[config.mk]
export PLATFORM = sky130hd
export DESIGN_NAME = ema_accumulator
export DESIGN_NICKNAME = d
export VERILOG_FILES = /design/src/ema_pkg.sv /design/src/ema_accumulator.sv /design/src/ema_pulse_sync.sv
export SDC_FILE = /design/constraint.sdc
export NUM_CORES = 2
export LEC_CHECK = 0
export ABC_CLOCK_PERIOD_IN_PS = 6900
export CAP_MARGIN = 20
export CORE_ASPECT_RATIO = 0.9
export CORE_UTILIZATION = 50
export CTS_CLUSTER_DIAMETER = 40
export DETAILED_ROUTE_END_ITERATION = 7
export DONT_BUFFER_PORTS = 1
export GPL_TIMING_DRIVEN = 1
export PLACE_DENSITY = 0.74
export SLEW_MARGIN = 20
export SYNTH_ARGS = -nofsm -noshare
export SYNTH_HDL_FRONTEND = slang
export SYNTH_SLANG_ARGS = --single-unit
[constraint.sdc]
create_clock -name clk -period 6.9 [get_ports clk]
set_clock_uncertainty 0.1 [all_clocks]
set_input_delay 1.38 -clock clk [delete_from_list [all_inputs] [get_ports clk]]
set_output_delay 1.38 -clock clk [all_outputs]
set_load 0.02 [all_outputs]
[src/ema_pkg.sv]
package ema_pkg;

  // widths of the datapath
  localparam int DATA_W  = 32;
  localparam int ADDR_W  = 8;
  localparam int TOTAL_W = 32;
  localparam int POWER_W = 24;
  localparam int SCALE_W = 14;
  localparam int PIN_N   = 5;

  // register byte offsets
  localparam logic [ADDR_W-1:0] CFG_OFS       = 8'h00;
  localparam logic [ADDR_W-1:0] ACT_SCALE_OFS = 8'h04;
  localparam logic [ADDR_W-1:0] REA_SCALE_OFS = 8'h08;
  localparam logic [ADDR_W-1:0] STATUS_OFS    = 8'h0c;
  localparam logic [ADDR_W-1:0] TOT_AD_OFS    = 8'h10;
  localparam logic [ADDR_W-1:0] TOT_AS_OFS    = 8'h14;
  localparam logic [ADDR_W-1:0] TOT_RD_OFS    = 8'h18;
  localparam logic [ADDR_W-1:0] TOT_RS_OFS    = 8'h1c;

  // config register field positions
  localparam int CFG_INT_LSB  = 0;
  localparam int CFG_INT_MSB  = 2;
  localparam int CFG_IMP_BIT  = 3;
  localparam int CFG_CUM_BIT  = 4;
  localparam int CFG_REF_BIT  = 5;
  localparam int CFG_MEGA_BIT = 6;

  // status register field positions
  localparam int STAT_WAIT_BIT = 0;
  localparam int STAT_ACC_BIT  = 1;

  // pin vector positions
  localparam int PIN_CLR = 0;
  localparam int PIN_AD  = 1;
  localparam int PIN_AS  = 2;
  localparam int PIN_RD  = 3;
  localparam int PIN_RS  = 4;

  // pulse weight range and value after reset
  localparam logic [SCALE_W-1:0] SCALE_MIN = 14'h0001;
  localparam logic [SCALE_W-1:0] SCALE_MAX = 14'h2710;
  localparam logic [SCALE_W-1:0] SCALE_RST = 14'h0064;

  // interval lengths in minutes
  localparam logic [5:0] MIN_5  = 6'h05;
  localparam logic [5:0] MIN_10 = 6'h0a;
  localparam logic [5:0] MIN_15 = 6'h0f;
  localparam logic [5:0] MIN_30 = 6'h1e;
  localparam logic [5:0] MIN_60 = 6'h3c;
  localparam logic [2:0] INT_CODE_MAX = 3'h5;

  typedef enum logic [2:0] {
    INT_OFF, INT_5MIN, INT_10MIN, INT_15MIN, INT_30MIN, INT_60MIN
  } ema_interval_type;

  typedef struct packed {
    ema_interval_type interval;
    logic             impulse;
    logic             cumulative;
    logic             refSupply;
    logic             unitMega;
  } ema_cfg_type;

  typedef struct packed {
    logic [TOTAL_W-1:0] activeDemandTotal;
    logic [TOTAL_W-1:0] activeSupplyTotal;
    logic [TOTAL_W-1:0] reactiveDemandTotal;
    logic [TOTAL_W-1:0] reactiveSupplyTotal;
  } ema_totals_type;

  // values after reset
  localparam ema_cfg_type    CFG_RST    = '{INT_30MIN, 1'b0, 1'b0, 1'b0, 1'b0};
  localparam ema_totals_type TOTALS_RST = '0;

endpackage

[src/ema_accumulator.sv]
`timescale 1ns/10ps
// Function
// - interval off/5/10/15/30/60 minutes, thirty after reset
// - source is internal measurement or meter impulses, measurement by default
// - cumulation mode false or true, false by default
// - reference direction demand or supply decides power sign, demand by default
// - active and reactive pulse weights 1..10000, default 100
// - four totals kept: active and reactive, demand and supply, kilo or mega
// - clear input acts only while cumulation mode is true
// - four pulse inputs, used only in impulse mode
// - each interval end reports four totals to event list and supervisor
// - interval ends align to real-time clock minutes
// - any setting change zeroes all four totals at once
// - after a change, accumulation restarts at next boundary (at once with interval off), report one interval later
// - non-cumulative totals zero after report, cumulative ones keep adding
// - measurement adds positive power to demand, negative to supply
// - cumulated totals zero on clear input or device restart
module ema_accumulator (
  // clock and reset
  input  logic                         clk,
  input  logic                         sys_rst,
  input  logic                         clkEn,
  // register port
  input  logic [ema_pkg::ADDR_W-1:0]   regAddr,
  input  logic [ema_pkg::DATA_W-1:0]   regWrData,
  input  logic                         regWr,
  input  logic                         regRd,
  output logic [ema_pkg::DATA_W-1:0]   regRdData,
  // line measurement, same clock
  input  logic                         powerValid,
  input  logic signed [ema_pkg::POWER_W-1:0] activePower,
  input  logic signed [ema_pkg::POWER_W-1:0] reactivePower,
  // real-time clock, same clock
  input  logic                         rtcMinuteTick,
  input  logic [5:0]                   rtcMinute,
  // meter and clear pins
  input  logic                         totalClearIn,
  input  logic                         activeDemandPulseIn,
  input  logic                         activeSupplyPulseIn,
  input  logic                         reactiveDemandPulseIn,
  input  logic                         reactiveSupplyPulseIn,
  // totals and reports
  output ema_pkg::ema_totals_type      totals,
  output ema_pkg::ema_totals_type      reportTotals,
  output logic                         eventListStrobe,
  output logic                         supervisoryStrobe,
  output logic                         unitIsMega
);
  import ema_pkg::*;
  ema_cfg_type         cfg;
  logic [SCALE_W-1:0]  actScale;
  logic [SCALE_W-1:0]  reaScale;
  logic                waiting;
  ema_cfg_type         next_cfg;
  logic [SCALE_W-1:0]  next_actScale;
  logic [SCALE_W-1:0]  next_reaScale;
  logic                next_waiting;
  ema_totals_type      next_totals;
  ema_totals_type      next_reportTotals;
  logic                next_report;
  logic [DATA_W-1:0]   next_regRdData;
  logic [PIN_N-1:0]    pinVec;
  logic [PIN_N-1:0]    pinRise;
  logic                settingChange;
  logic                clearHit;
  logic                boundary;
  logic                accumulating;
  ema_totals_type      sums;
  ema_cfg_type         candCfg;
  logic [SCALE_W-1:0]  candScale;
  logic signed [POWER_W:0] pAct, pRea;

  function automatic logic [TOTAL_W-1:0] satAdd(input logic [TOTAL_W-1:0] a,
                                                input logic [TOTAL_W-1:0] b);
    logic [TOTAL_W:0] s;
    s = {1'b0, a} + {1'b0, b};
    return s[TOTAL_W] ? '1 : s[TOTAL_W-1:0];
  endfunction
  // boundary when the minute is a whole multiple of the interval
  function automatic logic aligned(input ema_interval_type iv, input logic [5:0] m);
    case (iv)
      INT_5MIN:  return (m % MIN_5) == 6'h00;
      INT_10MIN: return (m % MIN_10) == 6'h00;
      INT_15MIN: return (m % MIN_15) == 6'h00;
      INT_30MIN: return (m % MIN_30) == 6'h00;
      INT_60MIN: return (m % MIN_60) == 6'h00;
      default:   return 1'b0;
    endcase
  endfunction
  // write value clamped into the weight range
  function automatic logic [SCALE_W-1:0] clampScale(input logic [DATA_W-1:0] w);
    if (w < DATA_W'(SCALE_MIN)) return SCALE_MIN;
    if (w > DATA_W'(SCALE_MAX)) return SCALE_MAX;
    return w[SCALE_W-1:0];
  endfunction
  // meter pulses and clear come from pins
  assign pinVec = {reactiveSupplyPulseIn, reactiveDemandPulseIn, activeSupplyPulseIn,
                   activeDemandPulseIn, totalClearIn};

  for (genvar i = 0; i < PIN_N; i++) begin : g_sync
    ema_pulse_sync u_sync (
      .clk (clk), .sys_rst (sys_rst), .clkEn (clkEn), .pinIn (pinVec[i]),
      .rise (pinRise[i])
    );
  end

  // settings written by software; a rewrite of the same value is no change
  always_comb begin
    next_cfg      = cfg;
    next_actScale = actScale;
    next_reaScale = reaScale;
    settingChange = 1'b0;
    candCfg       = cfg;
    candScale     = clampScale(regWrData);
    if (regWr) begin
      case (regAddr)
        CFG_OFS: begin
          // unknown interval codes keep the old interval
          if (regWrData[CFG_INT_MSB:CFG_INT_LSB] <= INT_CODE_MAX) begin
            candCfg.interval = ema_interval_type'(regWrData[CFG_INT_MSB:CFG_INT_LSB]);
          end
          candCfg.impulse    = regWrData[CFG_IMP_BIT];
          candCfg.cumulative = regWrData[CFG_CUM_BIT];
          candCfg.refSupply  = regWrData[CFG_REF_BIT];
          candCfg.unitMega   = regWrData[CFG_MEGA_BIT];
          settingChange      = candCfg != cfg;
          next_cfg           = candCfg;
        end
        ACT_SCALE_OFS: begin
          settingChange = candScale != actScale;
          next_actScale = candScale;
        end
        REA_SCALE_OFS: begin
          settingChange = candScale != reaScale;
          next_reaScale = candScale;
        end
        default: settingChange = 1'b0;
      endcase
    end
  end
  // event sources for the accumulator
  always_comb begin
    boundary     = rtcMinuteTick && aligned(cfg.interval, rtcMinute);
    clearHit     = pinRise[PIN_CLR] && cfg.cumulative;
    accumulating = !waiting || cfg.interval == INT_OFF;
    pAct         = cfg.refSupply ? -(POWER_W+1)'(activePower) : (POWER_W+1)'(activePower);
    pRea         = cfg.refSupply ? -(POWER_W+1)'(reactivePower) : (POWER_W+1)'(reactivePower);
  end
  // running sums for this cycle
  always_comb begin
    sums = totals;
    if (accumulating) begin
      if (cfg.impulse) begin
        // pins matter only in impulse mode
        if (pinRise[PIN_AD]) begin
          sums.activeDemandTotal = satAdd(sums.activeDemandTotal, TOTAL_W'(actScale));
        end
        if (pinRise[PIN_AS]) begin
          sums.activeSupplyTotal = satAdd(sums.activeSupplyTotal, TOTAL_W'(actScale));
        end
        if (pinRise[PIN_RD]) begin
          sums.reactiveDemandTotal = satAdd(sums.reactiveDemandTotal, TOTAL_W'(reaScale));
        end
        if (pinRise[PIN_RS]) begin
          sums.reactiveSupplyTotal = satAdd(sums.reactiveSupplyTotal, TOTAL_W'(reaScale));
        end
      end else if (powerValid) begin
        // sign picks demand or supply, the four sums stay apart
        if (pAct > 0) begin
          sums.activeDemandTotal = satAdd(sums.activeDemandTotal, TOTAL_W'(pAct));
        end else if (pAct < 0) begin
          sums.activeSupplyTotal = satAdd(sums.activeSupplyTotal, TOTAL_W'(-pAct));
        end
        if (pRea > 0) begin
          sums.reactiveDemandTotal = satAdd(sums.reactiveDemandTotal, TOTAL_W'(pRea));
        end else if (pRea < 0) begin
          sums.reactiveSupplyTotal = satAdd(sums.reactiveSupplyTotal, TOTAL_W'(-pRea));
        end
      end
    end
  end
  // totals and reports; change beats clear beats boundary, an add in the boundary cycle goes into the report
  always_comb begin
    next_totals       = sums;
    next_waiting      = waiting;
    next_report       = 1'b0;
    next_reportTotals = reportTotals;
    if (settingChange) begin
      next_totals  = TOTALS_RST;
      next_waiting = 1'b1;
    end else if (clearHit) begin
      next_totals = TOTALS_RST;
    end else if (boundary) begin
      if (waiting) begin
        // first aligned boundary only starts the fresh interval
        next_waiting = 1'b0;
        next_totals  = TOTALS_RST;
      end else begin
        next_report       = 1'b1;
        next_reportTotals = sums;
        next_totals       = cfg.cumulative ? sums : TOTALS_RST;
      end
    end
  end
  // read data stand for one cycle only, unmapped reads give zero
  always_comb begin
    next_regRdData = '0;
    if (regRd) begin
      case (regAddr)
        CFG_OFS: begin
          next_regRdData[CFG_INT_MSB:CFG_INT_LSB] = cfg.interval;
          next_regRdData[CFG_IMP_BIT]  = cfg.impulse;
          next_regRdData[CFG_CUM_BIT]  = cfg.cumulative;
          next_regRdData[CFG_REF_BIT]  = cfg.refSupply;
          next_regRdData[CFG_MEGA_BIT] = cfg.unitMega;
        end
        ACT_SCALE_OFS: next_regRdData = DATA_W'(actScale);
        REA_SCALE_OFS: next_regRdData = DATA_W'(reaScale);
        STATUS_OFS:    next_regRdData[STAT_ACC_BIT:STAT_WAIT_BIT] = {accumulating, waiting};
        TOT_AD_OFS: next_regRdData = totals.activeDemandTotal;
        TOT_AS_OFS: next_regRdData = totals.activeSupplyTotal;
        TOT_RD_OFS: next_regRdData = totals.reactiveDemandTotal;
        TOT_RS_OFS: next_regRdData = totals.reactiveSupplyTotal;
        default:    next_regRdData = '0;
      endcase
    end
  end
  // restart counts as a change: zero totals, wait for a boundary
  always_ff @(posedge clk) begin
    if (sys_rst) begin
      cfg               <= CFG_RST;
      actScale          <= SCALE_RST;
      reaScale          <= SCALE_RST;
      waiting           <= 1'b1;
      totals            <= TOTALS_RST;
      reportTotals      <= TOTALS_RST;
      eventListStrobe   <= 1'b0;
      supervisoryStrobe <= 1'b0;
      unitIsMega        <= 1'b0;
      regRdData         <= '0;
    end else if (clkEn) begin
      cfg               <= next_cfg;
      actScale          <= next_actScale;
      reaScale          <= next_reaScale;
      waiting           <= next_waiting;
      totals            <= next_totals;
      reportTotals      <= next_reportTotals;
      eventListStrobe   <= next_report;
      supervisoryStrobe <= next_report;
      unitIsMega        <= next_cfg.unitMega;
      regRdData         <= next_regRdData;
    end
  end
endmodule

[src/ema_pulse_sync.sv]
`timescale 1ns/10ps

// three-stage pin synchroniser with a rising-edge pulse
module ema_pulse_sync (
  // clock and reset
  input  logic clk,
  input  logic sys_rst,
  input  logic clkEn,
  // pin and edge
  input  logic pinIn,
  output logic rise
);
  import ema_pkg::*;

  logic [2:0] stage;
  logic       stable;
  logic [2:0] next_stage;
  logic       next_stable;
  logic       next_rise;

  // only a level the last two stages agree on counts
  always_comb begin
    next_stage  = {stage[1:0], pinIn};
    next_stable = stable;
    next_rise   = 1'b0;
    if (stage[1] == stage[2]) begin
      next_stable = stage[2];
      next_rise   = stage[2] && !stable;
    end
  end

  always_ff @(posedge clk) begin
    if (sys_rst) begin
      stage  <= 3'h0;
      stable <= 1'b0;
      rise   <= 1'b0;
    end else if (clkEn) begin
      stage  <= next_stage;
      stable <= next_stable;
      rise   <= next_rise;
    end
  end

endmodule
# After elaboration in Yosys (flattened, before gate mapping)
# Index checks and enable logic that the tools add are counted.
# totals
register_bits,350
input_bits,106
wordCells,170
# classes
addsub,12
div,5
magnitude_cmp,7
n_eq_ne,21
muxes,57
bitwise_logic,3
reduce_logical,32
# op_table
op,count
$mux W128,8
$mux W32,19
$pmux W25 S6,1
$add A32 B14 Y33,4
$add A32 B32 Y33,4
$neg A25 Y32,2
$mux W14,4
$gt A25 B1 Y1 const B,2
$lt A25 B1 Y1 const B,2
$mux W25,2
$neg A24 Y25,2
$pmux W5 S7,1
$eq A8 B5 Y1 const B,4
$gt A32 B14 Y1 const B,1
$lt A32 B1 Y1 const B,1
$logic_not A6 Y1,5
$ne A14 B14 Y1,2
$eq A8 B4 Y1 const B,2
$mux W1,16
$pmux W2 S8,1
$mod A6 B4 Y6 const B,2
$reduce_and A3 Y1,4
$reduce_and A2 Y1,5
$mux W3,3
21 further kinds,40

# Longest topological paths before layout
# logic_depth
ltp_word,15
mapped_depth,29

# Modules after synthesis
# Synthesis repeated with hierarchy kept, for this count alone.
# hier_totals
hier_cells,4086
hier_area_um2,30965.9
# by_module_without_submodules
mod,instances,cells_each,area_per_inst_um2,seq_area_each_um2
ema_accumulator,1,3986,29877.4,6506.2
ema_pulse_sync,5,20,217.7,100.1

# Least setup slack after synthesis
# OpenSTA, ideal clock, no wires.
# synth_timing
path_type,input port to flip-flop
from,input port activePower[0] (netlist name)
to,register totals[74] (netlist name)
setup_ns,0.128
arrival_time_ns,6.682
setup_slack_ns,-0.010
path_stages,24
path_cell_list,inv_1 -> ha_1 -> clkbuf_1 -> a21oi_1 -> xnor2_1 -> inv_1 -> or4_1 -> or3_1 -> nor3b_1 -> nand3_1 -> nor4_1 -> a21oi_1 -> ha_1 -> a21oi_1 -> o21a_1 -> nand2_1 -> o311ai_0 -> and4_1 -> clkbuf_1 -> clkbuf_1 -> nand2_1 -> o221a_2 -> a22oi_1 -> nor2_1
# synth_via
elab_chain_cells,15
elab_cells_between_ends,17
# synth_lines
element,line,rtl
from (decl),ema_accumulator.sv:31,"input logic signed [ema_pkg::POWER_W-1:0] activePower,"
$neg A24 Y25,ema_accumulator.sv:146,pAct = cfg.refSupply ? -(POWER_W+1)'(activePower) : (POWER_W+1)'(activePower);
$mux W25 (*),ema_accumulator.sv:146,
$neg A25 Y32,ema_accumulator.sv:172,"sums.activeSupplyTotal = satAdd(sums.activeSupplyTotal, TOTAL_W'(-pAct));"
$add A32 B32 Y33,ema_accumulator.sv:76,"s = {1'b0, a} + {1'b0, b};"
$mux W32,ema_accumulator.sv:77,return s[TOTAL_W] ? '1 : s[TOTAL_W-1:0];
$mux W32,ema_accumulator.sv:171,end else if (pAct < 0) begin
$mux W32 (*),ema_accumulator.sv:169,if (pAct > 0) begin
$mux W128 (*),ema_accumulator.sv:167,end else if (powerValid) begin
$mux W128 (*),ema_accumulator.sv:153,if (cfg.impulse) begin
$mux W128 (*),ema_accumulator.sv:152,if (accumulating) begin
$mux W128,ema_accumulator.sv:201,next_totals = cfg.cumulative ? sums : TOTALS_RST;
$mux W128,ema_accumulator.sv:194,if (waiting) begin
$mux W128 (*),ema_accumulator.sv:193,end else if (boundary) begin
$mux W128 (*),ema_accumulator.sv:191,end else if (clearHit) begin
$mux W128 (*),ema_accumulator.sv:188,if (settingChange) begin
to (signal assigned),ema_accumulator.sv:246,totals <= next_totals;
to (decl),ema_accumulator.sv:43,"output ema_pkg::ema_totals_type totals,"
# Every way passes the cells marked *; elsewhere a longest branch is shown, timed or not.
# A chain may end at the register's enable or synchronous reset.

# Worst setup path in the final report
# layout_timing
from,input port activePower[0] (netlist name)
to,register totals[94] (netlist name)
# The elaborated chain is that of the path after synthesis.

==> flow_summary.toml <==
[run_status]
status = "finished with violations"
violations = "design-rule violations"

[floorplan]
die_area_um2 = 63200
start_util = 0.507
placementRows = 86
core_um2 = 61300
ios = 397
die_w_um = 265
chipHeight_um = 239

[synthesis]
syn-num-nets = 4504
synth_edf_count = 0
ys_types = 93
ys.warnings.count = 0
yosys-top-cells-area = "dfxtp_1, ha_1, a21oi_1"
async_flop_share = 0
synth_top_area_frac = 0.225
synth_area_um2 = 31100
yosysSeqAreaShare = 0.225
synth_top_area_cell = "dfxtp_1"
syn_area_per_cell_um2 = 7.43
ys_ff_latch = 350
syn-instance-count = 4184
ys.flop_type = "dfxtp_1"

[global_route]
grtUsageTotal = 0.439
grt_pass1_wl_mm = 211
grt_max_degree = 198
grt_overflow_total = 0
grt_pass1_vias = 32000
grt_antenna_before_repair = 6

[sta]
rsz0062_at_grt = "false"
fmax_ghz = 0.155
fin_setup_tns_ns = 0
period_needed_ns = 6.47
setup_viol = 0
max-slew-margin-rel = 0.168
report.final.slew_viol_count = 0
worst_slack_ns = 0.432
worstMarginPinSlew_ns = 1.24
period_share = 0.937
hold_viol_final = 0

[cts]
cts_made_buffers = 69
cts_root_buf = "clkbuf_16"
cts_max_level = 3
clock_path_buffers = 3
clk_pin_slew_ns = 0.05
cts_hold_buffers = 0
clkLatencyLatePin_ns = 0.62
clkSinkCount = 350
cts_tree = "built"

[pwr]
p_seq_frac = 0.328
share_comb_of_total_power = 0.088
intPower_mw = 4.57
leakage_nw = 13.8
power_mw = 6.23
switching_share = 0.266
p_switching_mw = 1.66
power_frac_clock = 0.584
power.density_nw_per_um2 = 177
ir_worst_vdd_mv = 0.249

[critical_path]
crit_family = "compound AO/OA/AOI/OAI gates"
cp.required_ns = 7.36
criticalPathCategory = "primary input to flip-flop"
arrival_ns = 6.93
worstPathMaxFanout = 9
critPathCaptureType = "flip-flop"
path_common_cell = "buf_4"
start_kind = "primary input"
cp_slowest_cell = "a2111oi_0"
crit_buf_inv = 5
slowest_delay_ns = 0.54

[place]
place_hpwl_mm = 109
place_ws_ns = -0.131
gp_congestion = 1.05
dp_cells = 4926
numPortBuffers = 0

[hold_path]
hold_path.class = "flip-flop to flip-flop"

[detailed_routing]
postRouteAntennaNets = 0
wl_mm = 145
drt_iter0_drc = 5024
firstDrtPassIters = 8
num_vias = 35700
drc = 21
wl_per_cell_um = 28.7
detail_route.vias_per_cell = 7.07

[cells_and_area]
syn_to_final_growth_pct = 13.5
finalNetCount = 4525
drive_above_1_share = 0.0968
stdcell_count = 5050

[job]
drv_cap = 0
## through the flow
stage	cell area [µm²]	hold WS (ns)	utilization
CTS	35200	0.384	0.575
global route	35300	0.402	0.575
detailed placement	32800	0.371	0.534
floorplan	31100	0.341	-
finish	35300	0.391	0.575
global placement	32800	0.359	0.534
## cell usage after synthesis, types with 15 or more instances
cell type and number:
nor2b_1 28, o2bb2ai_1 16, and2_1 23, o41ai_1 15, o21ai_0 254, o211ai_1 56
o221ai_1 34, a22oi_1 72, a21oi_1 389, nor4_1 34, nand4_1 50, a31oi_1 45
and3_1 61, o22ai_1 52, mux2i_1 42, o21a_1 41, nand2_1 416, nand3_1 118
xor2_1 88, xnor2_1 158, buf_2 18, nand2b_1 48, a21o_1 118, inv_1 117
a221oi_1 17, ha_1 206, o31ai_1 44, nor3_1 114, or3_1 41, clkbuf_1 219
o21bai_1 25, a22o_1 54, nor2_1 377, dfxtp_1 350, a211oi_1 75, a222oi_1 24
or2_2 20
## flip-flops by register name, indices dropped and copies added, names as in the netlist
signal / flops
regRdData: 32
totals: 128
g_sync.u_sync.stage: 15
reportTotals: 128
g_sync.u_sync.stable: 5
g_sync.u_sync.rise: 5
waiting: 1
cfg: 7
actScale: 14
reaScale: 14
supervisoryStrobe: 1
## cells by family (layout without fill, tap and decap cells)
logic type               after synthesis  after routing  synth area share
buffers and inverters                374            446            0.0465
multiplexers                          47             47            0.0153
AND/OR/NAND/NOR                     1433           1433             0.225
AO/OA/AOI/OAI                       1520           1520             0.330
adder cells (fa/ha/maj)              214            214            0.0881
flip-flops                           350            350             0.225
XOR/XNOR                             246            246            0.0693
other                                  0              2                 0
## worst reg2reg max path: stages, from the launching register on
cell and delay, ns:
dfxtp_2 0.32, inv_1 0.55, a21oi_1 0.12, xnor2_1 0.29, inv_1 0.11, or4_1 0.51, or3_1 0.45, nor3b_1 0.31
buf_4 0.18, nand2_1 0.09, nor3_1 0.26, xnor2_1 0.10, ha_1 0.30, buf_4 0.14, o21a_1 0.14, nor2_1 0.04
nor3_1 0.13, o41a_1 0.29, o21ai_0 0.16, a31oi_1 0.39, a311oi_1 0.15, a221o_1 0.28, a2111oi_0 0.54, buf_4 0.21
a22o_1 0.11
## power by group through the flow
stage	registers (mW)	clock network [mW]	logic, mW
detailed placement	2.08	0	0.526
finish	2.04	3.64	0.548
global route	2.04	3.74	0.582
global placement	2.08	0	0.527
floorplan	2.08	0	0.390
CTS	2.04	3.64	0.529
## area by class of cell
class | count | area, µm²
repair buffers | 204 | 1630
clock buffers | 78 | 1850
inverters | 120 | 450
fillers | 5849 | 26100
diodes | 2 | 5.00
multi-input cells | 3460 | 22700
well taps | 792 | 991
clock inverters | 44 | 628
flip-flops and latches | 350 | 7010
## placed cells by master (no fill, tap or decap), types with 48 or more instances in the layout
master     netlist  final
buf_4            1    196
clkbuf_16        0     71
and3_1          61     61
nand4_1         50     50
o21ai_0        254    254
xnor2_1        158    158
o22ai_1         52     52
xor2_1          88     88
a21oi_1        389    388
a22oi_1         72     72
a211oi_1        75     75
nor2_1         377    369
nor3_1         114    113
a22o_1          54     54
inv_1          117    117
nand3_1        118    118
nand2b_1        48     48
dfxtp_1        350    348
o211ai_1        56     56
a21o_1         118    118
ha_1           206    206
nand2_1        416    414
## per-layer routing
metal / global-route usage / share of wire
met3: 0.169 / 0.15
met2: 0.628 / 0.40
met5: 0 / 0.00055
met4: 0.220 / 0.061
met1: 0.571 / 0.39
## final timing paths
| kind | start | endpoint | slack (ns) | depth (start not counted) |
|---|---|---|---|---|
| worst max register to register | cfg[1] | totals[94] | 0.58 | 24 |
| worst max-delay path | activePower[0] | totals[94] | 0.43 | 25 |
| worst min-delay path | g_sync[0].u_sync.stage[1] | g_sync[0].u_sync.stable | 0.39 | 2 |
| worst min register to register | g_sync[0].u_sync.stage[1] | g_sync[0].u_sync.stable | 0.39 | 2 |
## what timing repair did
item / CTS / global route
setup buffers: 0 / 0
resized for setup: 0 / 1
endpoints found under the setup margin: 0 / 5
Note: power is estimated with default switching activity, not from simulation.
